<file path="src/fsw_defines.svh">
`ifndef FSW_DEFINES_SVH
`define FSW_DEFINES_SVH
`define FSW_OP_RDSR 8'h05
`define FSW_OP_WPC 8'h06
`define FSW_OP_WDIS 8'h04
`define FSW_OP_WSC 8'h01
`define FSW_OP_PROG 8'h02
`define FSW_OP_SE 8'h20
`define FSW_OP_BE32 8'h52
`define FSW_OP_BE64 8'hD8
`define FSW_OP_CE1 8'hC7
`define FSW_OP_CE2 8'h60
`define FSW_OP_SLEEP 8'hB9
`define FSW_OP_WAKE 8'hAB
`define FSW_BIT_LOCK 7
`define FSW_BIT_WPL 1
`define FSW_BIT_BUSY 0
`define FSW_NV_MASK 8'h9C
`define FSW_SW_RESET 8'h00
`define FSW_LIM_1 24'h07DFFF
`define FSW_LIM_2 24'h07BFFF
`define FSW_LIM_3 24'h077FFF
`define FSW_LIM_4 24'h06FFFF
`define FSW_LIM_5 24'h05FFFF
`define FSW_LIM_6 24'h03FFFF
`define FSW_LIM_7 24'h07FFFF
`define FSW_CLK_MHZ 40
`define FSW_PUW_US 100
`define FSW_PUW_CYC (`FSW_PUW_US * `FSW_CLK_MHZ)
`define FSW_T_WSR 32'd400
`define FSW_T_PROG 32'd800
`define FSW_T_SE 32'd1600
`define FSW_T_BE 32'd3200
`define FSW_T_CE 32'd6400
`endif

</file>
<file path="src/fsw_pkg.sv">
package fsw_pkg;
    typedef enum logic [1:0] {
        FSW_IDLE = 2'b00,
        FSW_BUSY = 2'b01
    } fsw_state_t;
    typedef struct packed {
        logic lock;
        logic [1:0] rsvd;
        logic [2:0] guard;
        logic wpl;
        logic busy;
    } fsw_status_t;
endpackage

</file>
<file path="src/fsw_status_protect.sv">
`timescale 1ns/1ps
`include "fsw_defines.svh"
// Contract
// - Busy and write-permit bits are internal only, never taken from host data.
// - Only the write-permit command 06h sets the write-permit latch.
// - Busy reads one while program, erase or status write runs.
// - While busy, every command except status read is discarded.
// - Busy returns to zero when the internal operation finishes.
// - Latch clears at reset and after disable, program, erase, status write.
// - Bits 4:2 are guard bits, default zero; bits 6:5 reserved zero.
// - Bit 7 is the lock bit; at one the guard pin may protect.
// - Lock one and guard pin low block status writes entirely.
// - Status write never loads busy or write-permit latch bits from host data.
// - Status write only takes effect after a preceding write-permit.
// - Write, program, erase ignored unless select rises on byte boundary.
// - During internal reset no command is recognised at all.
// - After reset, write-type commands rejected for power-up write delay.
// - Program, erase and status write rejected while latch is zero.
// - In deep sleep only the wake command ABh is obeyed.
// - Guard codes map to fixed lower ranges starting at address zero.
// - Program or erase into a guarded range is refused.
// - Status read returns status byte repeatedly, MSB first, until deselect.
module fsw_status_protect
    import fsw_pkg::*;
#(
    parameter int unsigned PUW_CYC = `FSW_PUW_CYC,
    parameter int unsigned T_WSR = `FSW_T_WSR,
    parameter int unsigned T_PROG = `FSW_T_PROG,
    parameter int unsigned T_SE = `FSW_T_SE,
    parameter int unsigned T_BE = `FSW_T_BE,
    parameter int unsigned T_CE = `FSW_T_CE
) (
    input wire logic mclk,
    input wire logic srst,
    input wire logic sclk,
    input wire logic sel_n,
    input wire logic sdi,
    input wire logic guard_pin_n,
    output logic sdo,
    output logic sdo_oe_n,
    output logic [7:0] status_word,
    output logic op_start,
    output logic [7:0] op_code,
    output logic [23:0] op_addr,
    output logic op_refused
);
    // Pins pass two flops; the third stage of clock and select finds edges.
    logic [2:0] sclk_s_ff, sel_s_ff;
    logic [1:0] sdi_s_ff, wp_s_ff;
    always_ff @(posedge mclk) begin
        sclk_s_ff <= {sclk_s_ff[1:0], sclk};
        sel_s_ff <= {sel_s_ff[1:0], sel_n};
        sdi_s_ff <= {sdi_s_ff[0], sdi};
        wp_s_ff <= {wp_s_ff[0], guard_pin_n};
    end
    wire sclk_rise = sclk_s_ff[1] & ~sclk_s_ff[2];
    wire sclk_fall = ~sclk_s_ff[1] & sclk_s_ff[2];
    wire sel_act = ~sel_s_ff[1];
    wire sel_start = ~sel_s_ff[1] & sel_s_ff[2];
    wire sel_end = sel_s_ff[1] & ~sel_s_ff[2];

    fsw_status_t stat_ff;
    fsw_state_t state_ff;
    logic [31:0] busy_cnt_ff;
    logic [31:0] puw_cnt_ff;
    logic sleep_ff;
    logic [5:0] bit_cnt_ff;
    logic [7:0] cmd_ff;
    logic [31:0] shift_ff;
    logic [2:0] out_idx_ff;

    // Power-up write delay counter; no command is seen during reset.
    always_ff @(posedge mclk) begin
        if (srst) begin
            puw_cnt_ff <= 32'h0;
        end else if (puw_cnt_ff < PUW_CYC) begin
            puw_cnt_ff <= puw_cnt_ff + 32'h1;
        end
    end
    wire puw_done = (puw_cnt_ff >= PUW_CYC);

    // Serial input shifter. Bits counted from select fall to select rise.
    always_ff @(posedge mclk) begin
        if (srst) begin
            bit_cnt_ff <= 6'h0;
            shift_ff <= 32'h0;
            cmd_ff <= 8'h00;
        end else if (sel_start) begin
            bit_cnt_ff <= 6'h0;
        end else if (sel_act && sclk_rise) begin
            shift_ff <= {shift_ff[30:0], sdi_s_ff[1]};
            // Past 56 bits only the byte phase is kept, so long programs
            // are still judged on their byte boundary.
            if (bit_cnt_ff[5:3] != 3'h7) begin
                bit_cnt_ff <= bit_cnt_ff + 6'h1;
            end else begin
                bit_cnt_ff <= {3'h7, bit_cnt_ff[2:0] + 3'h1};
            end
            if (bit_cnt_ff == 6'h07) begin
                cmd_ff <= {shift_ff[6:0], sdi_s_ff[1]};
            end
        end
    end

    wire byte_ok = (bit_cnt_ff[2:0] == 3'h0);
    wire [7:0] op = cmd_ff;
    wire [23:0] addr = shift_ff[23:0];
    wire is_erase = (op == `FSW_OP_SE) || (op == `FSW_OP_BE32) ||
        (op == `FSW_OP_BE64);
    wire is_chip = (op == `FSW_OP_CE1) || (op == `FSW_OP_CE2);
    wire is_prog = (op == `FSW_OP_PROG);

    logic [23:0] lim;
    always_comb begin
        unique case (stat_ff.guard)
            3'h0: lim = 24'h0;
            3'h1: lim = `FSW_LIM_1;
            3'h2: lim = `FSW_LIM_2;
            3'h3: lim = `FSW_LIM_3;
            3'h4: lim = `FSW_LIM_4;
            3'h5: lim = `FSW_LIM_5;
            3'h6: lim = `FSW_LIM_6;
            3'h7: lim = `FSW_LIM_7;
        endcase
    end
    // Program address is the first address, captured at bit 32.
    logic [23:0] tgt_ff;
    always_ff @(posedge mclk) begin
        if (srst) begin
            tgt_ff <= 24'h0;
        end else if (sel_act && sclk_rise && bit_cnt_ff == 6'h1F) begin
            tgt_ff <= {shift_ff[22:0], sdi_s_ff[1]};
        end
    end
    // Chip erase spans every block, so any nonzero guard code refuses it.
    wire [23:0] eaddr = is_prog ? tgt_ff : addr;
    wire guarded = (stat_ff.guard != 3'h0) &&
        (is_chip || eaddr <= lim);
    wire hw_lock = stat_ff.lock & ~wp_s_ff[1];

    // Command acceptance, evaluated once at the end of a frame.
    wire frame_ok = sel_end && bit_cnt_ff >= 6'h08 && byte_ok &&
        state_ff == FSW_IDLE;
    wire awake = ~sleep_ff | (op == `FSW_OP_WAKE);
    wire do_wpc = frame_ok && awake && puw_done &&
        op == `FSW_OP_WPC && bit_cnt_ff == 6'h08;
    wire do_wdis = frame_ok && awake && op == `FSW_OP_WDIS;
    wire do_wsr = frame_ok && awake && puw_done && stat_ff.wpl &&
        op == `FSW_OP_WSC && bit_cnt_ff == 6'h10 && !hw_lock;
    wire len_ok = is_chip ? (bit_cnt_ff == 6'h08) :
        is_erase ? (bit_cnt_ff == 6'h20) : (bit_cnt_ff >= 6'h28);
    wire wr_cmd = is_prog || is_erase || is_chip;
    wire do_arr = frame_ok && awake && puw_done && stat_ff.wpl &&
        wr_cmd && len_ok && !guarded;

    logic [31:0] dur;
    always_comb begin
        if (do_wsr) dur = T_WSR;
        else if (is_prog) dur = T_PROG;
        else if (op == `FSW_OP_SE) dur = T_SE;
        else if (is_chip) dur = T_CE;
        else dur = T_BE;
    end

    // Busy state machine with per-operation duration.
    always_ff @(posedge mclk) begin
        if (srst) begin
            state_ff <= FSW_IDLE;
            busy_cnt_ff <= 32'h0;
        end else begin
            unique case (state_ff)
                FSW_IDLE: begin
                    if (do_wsr || do_arr) begin
                        state_ff <= FSW_BUSY;
                        busy_cnt_ff <= dur;
                    end
                end
                FSW_BUSY: begin
                    if (busy_cnt_ff <= 32'h1) begin
                        state_ff <= FSW_IDLE;
                    end
                    busy_cnt_ff <= busy_cnt_ff - 32'h1;
                end
                default: state_ff <= FSW_IDLE;
            endcase
        end
    end

    logic nxt_busy;
    // Status word; busy and latch driven only by control logic.
    always_ff @(posedge mclk) begin
        if (srst) begin
            stat_ff <= `FSW_SW_RESET;
        end else begin
            stat_ff.busy <= nxt_busy;
            if (do_wpc) begin
                stat_ff.wpl <= 1'b1;
            end else if (do_wdis || do_wsr || do_arr) begin
                stat_ff.wpl <= 1'b0;
            end
            if (do_wsr) begin
                stat_ff.lock <= shift_ff[`FSW_BIT_LOCK];
                stat_ff.guard <= shift_ff[4:2];
            end
            stat_ff.rsvd <= 2'h0;
        end
    end
    always_comb begin
        nxt_busy = (state_ff == FSW_BUSY && busy_cnt_ff > 32'h1) ||
            do_wsr || do_arr;
    end

    // Sleep is entered from a clean one-byte frame and left only by wake or reset.
    always_ff @(posedge mclk) begin
        if (srst) begin
            sleep_ff <= 1'b0;
        end else if (frame_ok && bit_cnt_ff == 6'h08) begin
            if (op == `FSW_OP_WAKE) sleep_ff <= 1'b0;
            else if (op == `FSW_OP_SLEEP && !sleep_ff) sleep_ff <= 1'b1;
        end
    end

    // Status read output: byte repeats MSB first on falling edges.
    always_ff @(posedge mclk) begin
        if (srst) begin
            sdo <= 1'b0;
            sdo_oe_n <= 1'b1;
            out_idx_ff <= 3'h7;
        end else if (!sel_act) begin
            sdo_oe_n <= 1'b1;
            out_idx_ff <= 3'h7;
        end else if (sclk_fall && bit_cnt_ff >= 6'h08 &&
            cmd_ff == `FSW_OP_RDSR && !sleep_ff) begin
            sdo_oe_n <= 1'b0;
            sdo <= stat_ff[out_idx_ff];
            out_idx_ff <= out_idx_ff - 3'h1;
        end
    end

    always_ff @(posedge mclk) begin
        if (srst) begin
            status_word <= 8'h00;
            op_start <= 1'b0;
            op_code <= 8'h00;
            op_addr <= 24'h0;
            op_refused <= 1'b0;
        end else begin
            status_word <= stat_ff;
            op_start <= do_arr;
            // Refusals of status writes are reported as well.
            op_refused <= frame_ok && (wr_cmd || op == `FSW_OP_WSC) &&
                !do_arr && !do_wsr;
            if (do_arr) begin
                op_code <= op;
                op_addr <= eaddr;
            end
        end
    end

    chk_busy_hold: assert property (
        @(posedge mclk) disable iff (srst)
        state_ff == FSW_BUSY |-> stat_ff.busy)
        else $error("busy flag low during operation");
    chk_busy_clear: assert property (
        @(posedge mclk) disable iff (srst)
        $fell(state_ff == FSW_BUSY) |-> ##1 !stat_ff.busy)
        else $error("busy flag stuck");
    chk_wpl_set: assert property (
        @(posedge mclk) disable iff (srst)
        $rose(stat_ff.wpl) |-> $past(op) == `FSW_OP_WPC)
        else $error("latch set by wrong command");
    chk_wpl_clear: assert property (
        @(posedge mclk) disable iff (srst)
        do_arr |=> !stat_ff.wpl)
        else $error("latch not cleared");
    chk_no_busy_cmd: assert property (
        @(posedge mclk) disable iff (srst)
        state_ff == FSW_BUSY |-> !do_wsr && !do_arr && !do_wpc)
        else $error("command taken while busy");
    chk_lock_wsr: assert property (
        @(posedge mclk) disable iff (srst)
        hw_lock |-> !do_wsr)
        else $error("status write under lock");
    chk_wpl_needed: assert property (
        @(posedge mclk) disable iff (srst)
        (do_wsr || do_arr) |-> stat_ff.wpl)
        else $error("write without latch");
    chk_puw_block: assert property (
        @(posedge mclk) disable iff (srst)
        !puw_done |-> !do_wpc && !do_wsr && !do_arr)
        else $error("write during power-up delay");
    chk_rsvd_zero: assert property (
        @(posedge mclk) disable iff (srst)
        stat_ff.rsvd == 2'h0)
        else $error("reserved bits set");
    chk_wsr_volatile: assert property (
        @(posedge mclk) disable iff (srst)
        do_wsr |=> stat_ff.busy && !stat_ff.wpl)
        else $error("status write took volatile bits");
    chk_sleep_block: assert property (
        @(posedge mclk) disable iff (srst)
        (sleep_ff && op != `FSW_OP_WAKE) |-> !do_wpc && !do_wsr && !do_arr)
        else $error("command obeyed in sleep");
    chk_guard_refuse: assert property (
        @(posedge mclk) disable iff (srst)
        do_arr |-> !guarded)
        else $error("guarded range accepted");
    chk_byte_frame: assert property (
        @(posedge mclk) disable iff (srst)
        (do_wpc || do_wsr || do_arr) |-> bit_cnt_ff[2:0] == 3'h0)
        else $error("command off byte boundary");
    chk_lock_keep: assert property (
        @(posedge mclk) disable iff (srst)
        hw_lock |=> $stable(stat_ff.lock) && $stable(stat_ff.guard))
        else $error("locked bits changed");
    chk_sdo_release: assert property (
        @(posedge mclk) disable iff (srst)
        !sel_act |=> sdo_oe_n)
        else $error("output driven while deselected");
    chk_wpl_source: assert property (
        @(posedge mclk) disable iff (srst)
        $rose(stat_ff.wpl) |-> $past(do_wpc))
        else $error("latch set without permit");
    chk_busy_done: assert property (
        @(posedge mclk) disable iff (srst)
        (state_ff == FSW_BUSY && busy_cnt_ff <= 32'h1) |=> !stat_ff.busy)
        else $error("busy flag not cleared at end");
    chk_reset_quiet: assert property (
        @(posedge mclk)
        srst |=> !op_start && !op_refused && stat_ff == `FSW_SW_RESET)
        else $error("activity during reset");
    chk_wdis_clear: assert property (
        @(posedge mclk) disable iff (srst)
        do_wdis |=> !stat_ff.wpl)
        else $error("latch kept after disable");
    chk_busy_freeze: assert property (
        @(posedge mclk) disable iff (srst)
        state_ff == FSW_BUSY |=> $stable(stat_ff.lock) && $stable(stat_ff.guard))
        else $error("status changed while busy");
    chk_guard_report: assert property (
        @(posedge mclk) disable iff (srst)
        (frame_ok && wr_cmd && guarded) |=> op_refused)
        else $error("guarded command not reported");
    chk_guard_none: assert property (
        @(posedge mclk) disable iff (srst)
        stat_ff.guard == 3'h0 |-> !guarded)
        else $error("range guarded with zero code");
endmodule

</file>
<file path="config.mk">
export PLATFORM = sky130hd
export DESIGN_NAME = fsw_status_protect
export DESIGN_NICKNAME = d
export VERILOG_FILES = /design/src/fsw_pkg.sv /design/src/fsw_status_protect.sv
export VERILOG_INCLUDE_DIRS = /design/src
export SDC_FILE = /design/constraint.sdc
export NUM_CORES = 1
export LEC_CHECK = 0
export BUFFER_PORTS_ARGS = -buffer_cell sky130_fd_sc_hd__buf_4
export CAP_MARGIN = 20
export CORE_UTILIZATION = 50
export CTS_CLUSTER_DIAMETER = 60
export DETAILED_ROUTE_END_ITERATION = 10
export PLACE_DENSITY = 0.74
export SYNTH_ARGS = -nofsm -noshare
export SYNTH_HDL_FRONTEND = slang
export SYNTH_SLANG_ARGS = --single-unit
</file>
<file path="constraint.sdc">
create_clock -name mclk -period 4.4 [get_ports mclk]
set_clock_uncertainty 0.2 [all_clocks]
set_input_delay 0.88 -clock mclk [delete_from_list [all_inputs] [get_ports mclk]]
set_output_delay 0.88 -clock mclk [all_outputs]
set_load 0.05 [all_outputs]
</file>
==> out/qor.yml, run 1 <==
logic_synthesis:
  netlist_area_mm2: 0.00861
  syn_inst: 1004
  yosysTopAreaCell: "dfxtp_1"
  ys_warn_count: 0
  synth_ff_type: "dfxtp_1"
  synth_edf_count: 0
  synth.top_cell.area_share_pct: 45.6
  ys_types: 66
  ys_seq_area_share_pct: 45.6
  avgSynthCellArea_um2: 8.58
  synthTopCellsByArea: "dfxtp_1, nand2_1, mux2i_1"
  synthArstFlopShare_pct: 0
  ys_ff_latch: 196
floorplan:
  io_pins: 50
  die_area_mm2: 0.0178
  rows: 47
  die_h_um: 133
  initial_core_util_pct: 51.6
  die_w_um: 133
  core-area_mm2: 0.0167
setup_path:
  worstSetupStartpointType: "register"
  critPathKind: "register to register"
  setup.worst_path.end_class: "register"
  crit_arrival_ns: 4.09
  cp_data_required_time_ns: 4.47
  crit_fanout: 24
pwr:
  powerDensity_mw_per_mm2: 347
  ir_drop_v: 0.000317
  leakagePower_nw: 3.82
timing:
  rsz0062_at_grt: "false"
  fin_crit_ns: 4.02
  layout_worst_path_cycle_share_pct: 91.3
  clock.fmax_ghz: 0.249
  slew_violations: 0
  setup_violations: 0
  finalHoldViolCount: 0
  fin_setup_tns_ns: 0
  slew_headroom_pct: 27.5
  whs_ns: 0.128
  worst_pin_slew_ns: 1.09
route:
  postRouteAntennaNets: 0
  routedWlPerCell_um: 15.2
  viasPerCell: 5.50
  num_vias: 6974
  drt_iter0_drc: 447
  drc: 0
  wl_um: 19300
  drt-pass1-iter-count: 5
clock_network:
  hold_buffers: 0
  post_cts_buffers: 0
  cts_buffers: 17
  clockBufferDepth: 2
  clockRootBuffer: "clkbuf_16"
  clock_sinks: 196
  clock_latency_ns: 0.43
  cts_tree: "built"
  cts_htree_levels: 4
  clk_pin_slew_worst_paths_ns: 0.07
final_layout:
  n_fill_cell: 1504
  fin_nets: 1073
  seq_area_mm2: 0.00392
  diodes: 0
  multi_input_area_mm2: 0.00430
  area_growth_pct: 12.9
  drive_gt1_share_pct: 12.4
global_route:
  grt_pass1_vias: 6596
  grt_usage_pct: 22.7
  grt_pass1_wl_um: 32500
  antenna_found_initial: 0
  use_met3_pct: 4.57
  grt_max_degree: 87
  grt.busiest_layer: "met2"
  grt.met2_usage_pct: 37.7
  overflow: 0
  grt_use_met1_pct: 28.8
placed_design:
  place_congestion: 0.848
  numPortBuffers: 47
  dp_hpwl_um: 13100
hold_path:
  hp-class: "register to register"
run:
  maxCapViolCount: 0
outcome:
  status: "complete, no violations"
critical path, cell delays in order, from the launching register on:
cell	delay, ns
dfxtp_1	0.42
nor4b_2	0.49
nand2_4	0.08
inv_1	0.06
buf_4	0.28
nand2_1	0.10
nand2_1	0.08
ha_1	0.16
nand4_1	0.12
nor4_1	0.43
o21ai_0	0.18
o211ai_1	0.31
o211a_4	0.35
buf_4	0.23
mux2i_1	0.28
nor2_1	0.08
logic make-up after synthesis:
| family | synth area share (%) |
|---|---|
| xor+xnor | 2.34 |
| flops | 45.6 |
| simple gates | 26.4 |
| compound gates | 10.9 |
| other cells | 0.0435 |
| buf+inv | 4.69 |
| fa+ha+maj | 4.21 |
| mux | 5.85 |
layer usage:
layer | share of wire [%] | up-vias
li1 | - | 3508
met1 | 46 | 3303
met2 | 48 | 131
met3 | 3.7 | 32
met4 | 2.5 | 0
met5 | 0 | -
flip-flops by register name, indices dropped and copies added, names as in the netlist, 2 cells and up:
name         flops
sel_s_ff         3
sdi_s_ff         2
op_addr         24
lim              7
busy_cnt_ff     32
wp_s_ff          2
bit_cnt_ff       6
op_code          8
sclk_s_ff        3
puw_cnt_ff      32
out_idx_ff       3
stat_ff          6
status_word      6
tgt_ff          24
shift_ff        24
cmd_ff           8
final timing paths:
| check | end | cells past startpoint | slack [ns] | startpoint |
|---|---|---|---|---|
| max reg2reg | op_addr[13]$_SDFFE_PP0P_ | 15 | 0.38 | cmd_ff[0]$_SDFFE_PP0P_ |
| min reg2reg | wp_s_ff[1]$_DFF_P_ | 0 | 0.13 | wp_s_ff[0]$_DFF_P_ |
| min | wp_s_ff[1]$_DFF_P_ | 0 | 0.13 | wp_s_ff[0]$_DFF_P_ |
| max | op_addr[13]$_SDFFE_PP0P_ | 15 | 0.38 | cmd_ff[0]$_SDFFE_PP0P_ |
through the flow:
step | worst slack, ns | total power [mW] | cell area, um^2 | std cells | util (%)
global placement | 0.486 | 1.89 | 9150 | 1239 | 54.8
floorplan | 0.713 | 1.88 | 8620 | 1005 | -
finish | 0.382 | 3.38 | 9730 | 1268 | 58.2
global route | 0.0718 | 3.49 | 9730 | 1268 | 58.2
CTS | 0.277 | 3.41 | 9720 | 1268 | 58.2
detailed placement | 0.349 | 1.89 | 9150 | 1239 | 54.8
cell type report:
| type | instances | area share (%) |
|---|---|---|
| repair buffers | 69 | 5.32 |
| well taps | 220 | 2.83 |
| flip-flops and latches | 196 | 40.3 |
| clock buffers | 21 | 4.84 |
| multi-input cells | 718 | 44.2 |
| clock inverters | 8 | 1.07 |
| inverters | 36 | 1.39 |
placed cells by master, fill, tap and decap left out, types with 19 or more instances in the layout:
cell type and n:
nor2_1 94, nor2b_1 30, a21oi_1 71, nor3_1 23
buf_4 69, dfxtp_1 196, ha_1 29, mux2i_1 47
inv_1 36, nand2_1 201, nand3_1 19
cell usage after synthesis, types with 8 or more instances:
cell	instances
nand2_1	201
dfxtp_1	196
nor2_1	94
a21oi_1	71
mux2i_1	47
clkbuf_1	37
inv_1	36
nor2b_1	30
ha_1	29
nor3_1	24
nand3_1	19
o21ai_0	17
nor4_1	16
or3_1	14
xnor2_1	14
nand2b_1	12
or4_1	11
xor2_1	9
a31o_2	8
report_power, final:
group	leakage [nW]	internal, mW	switching [mW]
clock network	0.281	0.874	0.652
registers	1.58	1.78	0.00766
logic	1.95	0.0162	0.0470
total	3.82	2.67	0.706
what timing repair did:
action / CTS / global route
resized for setup: 0 / 1
endpoints found under the hold margin: 0 / 0
setup endpoints to repair: 0 / 10
No activity file was read; power rests on OpenSTA's default activity.
==> inputs of run 2 (changes only) <==
ABC_AREA = 1   (was default)
ABC_CLOCK_PERIOD_IN_PS = 4400   (was default)
==> out/qor.yml, run 2 <==
logic_synthesis:
  synthTopCellsByCount: "nor2_1, dfxtp_1, inv_1"
  netlist_area_mm2: 0.00921  # +7.0%
  yosysTopAreaCell: "dfxtp_1"
  ys_ff_latch: 196  # unchanged
  ys_seq_area_share_pct: 42.6  # -3.0 points
  ys_types: 47  # -29%
  synth.most_common_cell: "nor2_1"
  avgSynthCellArea_um2: 7.34  # -14%
  synth_edf_count: 0  # unchanged
  synthArstFlopShare_pct: 0  # unchanged
  synthTopCellsByArea: "dfxtp_1, nor2_1, inv_1"
  ys_warn_count: 0  # unchanged
  syn_inst: 1255  # +25%
  synth_ff_type: "dfxtp_1"
  synth.top_cell.area_share_pct: 42.6  # -3.0 points
timing:
  fin_setup_tns_ns: 0  # unchanged
  rsz0062_at_grt: "false"
  layout_worst_path_cycle_share_pct: 90.0  # -1.4 points
  worst_pin_slew_ns: 0.937  # -0.150 ns
  finalHoldViolCount: 0  # unchanged
  fin_crit_ns: 3.96  # -0.0603 ns
  slew_violations: 0  # unchanged
  setup_violations: 0  # unchanged
  clock.fmax_ghz: 0.253  # +1.5%
  slew_headroom_pct: 37.5  # +9.9 points
placed_design:
  numPortBuffers: 47  # unchanged
  dp_hpwl_um: 14700  # +12%
  place_congestion: 0.915  # +8.0%
final_layout:
  diodes: 0  # unchanged
  area_growth_pct: 11.8
  reg_top3: "busy_cnt_ff x32, puw_cnt_ff x32"
  fin_nets: 1321  # +23%
  final_cell_mix: "nor2_1, dfxtp_1, inv_1, nand2_1, o21ai_0"
  seq_area_mm2: 0.00392  # unchanged
  n_fill_cell: 1709  # +14%
  drive_gt1_share_pct: 12.5  # +0.14 points
  final_common_cell: "nor2_1"
  multi_input_area_mm2: 0.00432  # +0.32%
route:
  wl_um: 21000  # +8.6%
  routedWlPerCell_um: 13.7  # -9.9%
  drt_iter0_drc: 506  # +13%
  num_vias: 7981  # +14%
  drt-pass1-iter-count: 7  # +2
  postRouteAntennaNets: 0  # unchanged
  viasPerCell: 5.22  # -5.0%
  drc: 0  # unchanged
setup_path:
  ff2ff_path_depth: 17  # +2
  setup.worst_path.end_class: "register"
  worstSetupStartpointType: "register"
  cp_common_cell: "nand2_1"
  cp_data_required_time_ns: 4.51  # +0.04 ns
  path_cells: "nor2_1, nand2_1, nor2_4, o21ai_0, ha_1, nand2_1, nor4_1, nand4_1, nand2_1, inv_2, nand2_1, nand2_2, nand2_4, buf_4, nand2_1, nor2_1, nor2_1"
  timing.rr.end: "stat_ff[0]$_SDFF_PP0_"
  cp_slowest_stage_delay_ns: 0.48  # about the same
  crit_arrival_ns: 4.07  # -0.02 ns
  r2r-start: "cmd_ff[5]$_SDFFE_PP0P_"
  rrSetupSlack_ns: 0.44  # +0.06 ns
  crit_fanout: 28  # +17%
  crit_slowest_cell: "nor2_4"
  critPathKind: "register to register"
clock_network:
  clock_sinks: 196  # unchanged
  clockBufferDepth: 2  # unchanged
  post_cts_buffers: 0  # unchanged
  clockRootBuffer: "clkbuf_16"
  post_cts_resized: 0  # unchanged
  cts_tree: "built"
  cts_buffers: 17  # unchanged
  hold_buffers: 0  # unchanged
  clock_latency_ns: 0.45  # +0.02 ns
  clk_pin_slew_worst_paths_ns: 0.08  # about the same
  cts_htree_levels: 4  # unchanged
pwr:
  ir_drop_v: 0.000326  # +2.9%
  powerDensity_mw_per_mm2: 345  # -0.69%
  leakagePower_nw: 4.66  # +22%
  power_mw: 3.55  # +5.2%
hold_path:
  min_from: "sel_s_ff[0]$_DFF_P_"
  hold_path_end: "sel_s_ff[1]$_DFF_P_"
  hp-class: "register to register"
  hold_depth: 0  # unchanged
global_route:
  grt_usage_pct: 23.3  # +0.58 points
  overflow: 0  # unchanged
  grt_max_degree: 60  # -31%
  antenna_found_initial: 0  # unchanged
  grt_pass1_vias: 7381  # +12%
  grt_pass1_wl_um: 34700  # +7.0%
floorplan:
  rows: 49  # +4.3%
  core-area_mm2: 0.0180  # +7.9%
  die_w_um: 138  # +3.4%
  io_pins: 50  # unchanged
  die_h_um: 138  # +3.4%
  initial_core_util_pct: 51.1  # -0.46 points
  die_area_mm2: 0.0190  # +6.9%
outcome:
  status: "complete, no violations"
run:
  maxCapViolCount: 0  # unchanged
==> run 2: kinds of logic (layout without fill, tap and decap cells) <==
kind of cell / Yosys count / in the layout / synth area share, %
AOI/OAI and AO/OA: 279 / 279 / 17.5
xor gates and xnor gates: 4 / 4 / 0.380
adders and majority gates: 29 / 29 / 3.94
DFF: 196 / 196 / 42.6
other: 1 / 2 / 0.0407
and+or+nand+nor: 510 / 510 / 24.8
buffers and inverters: 236 / 279 / 10.7
==> run 2: final cells by class <==
class / count / share of cell area, %
flip-flops and latches: 196 / 38.1
multi-input cells: 824 / 41.9
well taps: 229 / 2.78
clock inverters: 15 / 2.00
repair buffers: 58 / 4.23
clock buffers: 17 / 4.13
inverters: 189 / 6.89
==> run 2: metrics by stage <==
stage          instance area [um^2]  hold WS (ns)  instances  setup WS [ns]  util (%)
2_1_floorplan                  9220         0.110       1256           1.37         -
6_report                      10300         0.132       1528          0.442      57.2
5_1_grt                       10300         0.144       1528         0.0518      57.2
4_1_cts                       10300         0.133       1528          0.434      57.2
3_3_place_gp                   9670         0.112       1496          0.661      53.7
3_5_place_dp                   9670         0.112       1496          0.467      53.7
==> run 2: per-layer routing <==
layer | share of wire, % | track usage [%] | vias to the layer above
met2 | 46 | 39.3 | 195
met5 | 0 | 0 | -
li1 | - | - | 4108
met3 | 5.1 | 4.45 | 30
met4 | 1.7 | 7.13 | 0
met1 | 47 | 30.0 | 3648
==> run 2: how the worst max path moves through the flow <==
stage                     slack [ns]                           end              startpoint
final                           0.44         stat_ff[0]$_SDFF_PP0_  cmd_ff[5]$_SDFFE_PP0P_
after global routing            0.05      op_addr[10]$_SDFFE_PP0P_  cmd_ff[5]$_SDFFE_PP0P_
after CTS                       0.43         stat_ff[0]$_SDFF_PP0_  cmd_ff[5]$_SDFFE_PP0P_
after detailed placement        0.47         stat_ff[0]$_SDFF_PP0_  cmd_ff[5]$_SDFFE_PP0P_
after global placement          0.66      state_ff[0]$_SDFFE_PP0P_  cmd_ff[5]$_SDFFE_PP0P_
after floorplan                 1.37  busy_cnt_ff[13]$_SDFFE_PP0P_  cmd_ff[5]$_SDFFE_PP0P_
==> run 2: worst max-delay path, delay by kind of cell (launching register included) <==
kind,cells,cell delay (ns)
AND/OR/NAND/NOR,13,2.27
buffers and inverters,2,0.42
flip-flops,1,0.37
adder cells (fa/ha/maj),1,0.34
AO/OA/AOI/OAI,1,0.22
==> run 2: where the power goes <==
group,leakage [nW],switching [mW],internal [mW]
logic,2.78,0.0876,0.0410
clock network,0.302,0.798,0.828
registers,1.58,0.0114,1.79
total,4.66,0.897,2.66
==> inputs of run 3 (changes only) <==
CORE_UTILIZATION = 60   (was 50)
PLACE_DENSITY = 0.85   (was 0.74)
SETUP_SLACK_MARGIN = 0.02   (was default)
==> out/qor.yml, run 3 (synthesized netlist as in run 2, its figures left out) <==
global_route:
  grt_pass1_vias: 7616  # +3.2%
  grt_usage_pct: 27.3  # +4.0 points
  overflow: 0  # unchanged
  grt_max_degree: 66  # +10%
  antenna_found_initial: 0  # unchanged
  grt_pass1_wl_um: 35100  # +0.97%
timing:
  layout_worst_path_cycle_share_pct: 86.6  # -3.3 points
  fin_setup_tns_ns: 0  # unchanged
  worst_pin_slew_ns: 0.845  # -0.0925 ns
  slew_violations: 0  # unchanged
  rsz0062_at_grt: "false"
  clock.fmax_ghz: 0.262  # +3.8%
  setup_violations: 0  # unchanged
  slew_headroom_pct: 43.6  # +6.2 points
  finalHoldViolCount: 0  # unchanged
  fin_crit_ns: 3.81  # -0.146 ns
final_layout:
  diodes: 0  # unchanged
  fin_nets: 1319  # -0.15%
  final_cell_area_mm2: 0.0102  # -0.97%
  drive_gt1_share_pct: 12.4  # -0.13 points
  postLayoutCoreUtil_pct: 69.1  # +12 points
  final_cell_mix: "nor2_1, dfxtp_1, inv_1, nand2_1, o21ai_0"
  final_common_cell: "nor2_1"
  reg_top3: "busy_cnt_ff x32, puw_cnt_ff x32"
  area_growth_pct: 10.7
clock_network:
  post_cts_resized: 0  # unchanged
  clockRootBuffer: "clkbuf_16"
  clockBufferDepth: 2  # unchanged
  post_cts_buffers: 0  # unchanged
  clock_sinks: 196  # unchanged
  cts_tree: "built"
  hold_buffers: 0  # unchanged
  clk_pin_slew_worst_paths_ns: 0.08  # about the same
  cts_buffers: 17  # unchanged
  cts_htree_levels: 4  # unchanged
  clock_latency_ns: 0.44  # about the same
route:
  drt-pass1-iter-count: 5  # -2
  wl_met2_um: 9350  # -3.1%
  wl_met1_um: 9610  # -2.7%
  drc: 0  # unchanged
  postRouteAntennaNets: 0  # unchanged
  routedWlPerCell_um: 13.8  # +0.54%
  dr_wl_met3_um: 1060  # -0.94%
  drt_iter0_drc: 551  # +8.9%
  routed.top_layer: "met4"
  num_vias: 8092  # +1.4%
  viasPerCell: 5.46  # +4.6%
  wl_um: 20400  # -2.6%
floorplan:
  die_h_um: 126  # -8.6%
  rows: 44  # -10%
  die_w_um: 126  # -8.6%
  die_area_mm2: 0.0159  # -16%
  core-area_mm2: 0.0148  # -18%
  io_pins: 50  # unchanged
  initial_core_util_pct: 62.4  # +11 points
setup_path:
  setup.worst_path.end_class: "register"
  critPathKind: "register to register"
  crit_fanout: 36  # +29%
  cp_data_required_time_ns: 4.53  # +0.02 ns
  worstSetupStartpointType: "register"
  crit_arrival_ns: 3.94  # -0.13 ns
pwr:
  power_mw: 3.47  # -2.3%
  ir_drop_v: 0.000302  # -7.4%
  powerDensity_mw_per_mm2: 340  # -1.3%
  leakagePower_nw: 4.65  # -0.35%
placed_design:
  numPortBuffers: 47  # unchanged
  dp_hpwl_um: 14100  # -3.7%
  place_congestion: 0.908  # -0.79%
  post_dp_cell_area_mm2: 0.00960  # -0.74%
outcome:
  status: "complete, no violations"
run:
  maxCapViolCount: 0  # unchanged
hold_path:
  hp-class: "register to register"
==> run 3: final cells by class <==
| type | instances | area, um^2 |
|---|---|---|
| flip-flops and latches | 196 | 3920 |
| well taps | 184 | 230 |
| clock buffers | 19 | 453 |
| repair buffers | 56 | 420 |
| fillers | 1267 | 4550 |
| multi-input cells | 824 | 4320 |
| inverters | 189 | 709 |
| clock inverters | 13 | 150 |
==> run 3: per-stage QoR <==
step | hold slack, ns | worst slack (ns) | cells
after CTS | 0.131 | 0.617 | 1481
after floorplan | 0.110 | 1.37 | 1256
after global routing | 0.134 | 0.227 | 1481
after detailed placement | 0.112 | 0.657 | 1449
final | 0.133 | 0.588 | 1481
after global placement | 0.111 | 0.772 | 1449
==> run 3: power by group <==
| group | internal [mW] | total (mW) | switching, mW |
|---|---|---|---|
| Sequential | 1.79 | 1.80 | 0.0111 |
| Combinational | 0.0412 | 0.130 | 0.0888 |
| Clock | 0.792 | 1.54 | 0.751 |
==> run 3: worst paths after layout <==
check                    startpoint  slack, ns  cells past startpoint                       end
max reg2reg  cmd_ff[5]$_SDFFE_PP0P_       0.59                     16  op_addr[21]$_SDFFE_PP0P_
min reg2reg    sclk_s_ff[0]$_DFF_P_       0.13                      0      sclk_s_ff[1]$_DFF_P_
min            sclk_s_ff[0]$_DFF_P_       0.13                      0      sclk_s_ff[1]$_DFF_P_
max          cmd_ff[5]$_SDFFE_PP0P_       0.59                     16  op_addr[21]$_SDFFE_PP0P_
==> run 3: critical path, cell delays in order (launching register included) <==
cell     delay [ns]
dfxtp_1        0.36
nor2_1         0.14
nand2_1        0.15
nor2_4         0.49
o21ai_0        0.24
ha_1           0.35
nand2_1        0.08
nor4_1         0.45
nand4_1        0.15
nand3_1        0.09
nand2_1        0.06
nand2_2        0.11
nand2_4        0.12
inv_2          0.48
nand2_1        0.10
nand2_1        0.08
nor2_1         0.04
==> run 3: layer usage <==
layer,vias to the layer above,track usage [%]
met5,-,0
met4,0,9.99
met3,37,5.40
met2,223,43.8
met1,3728,36.5
li1,4104,-
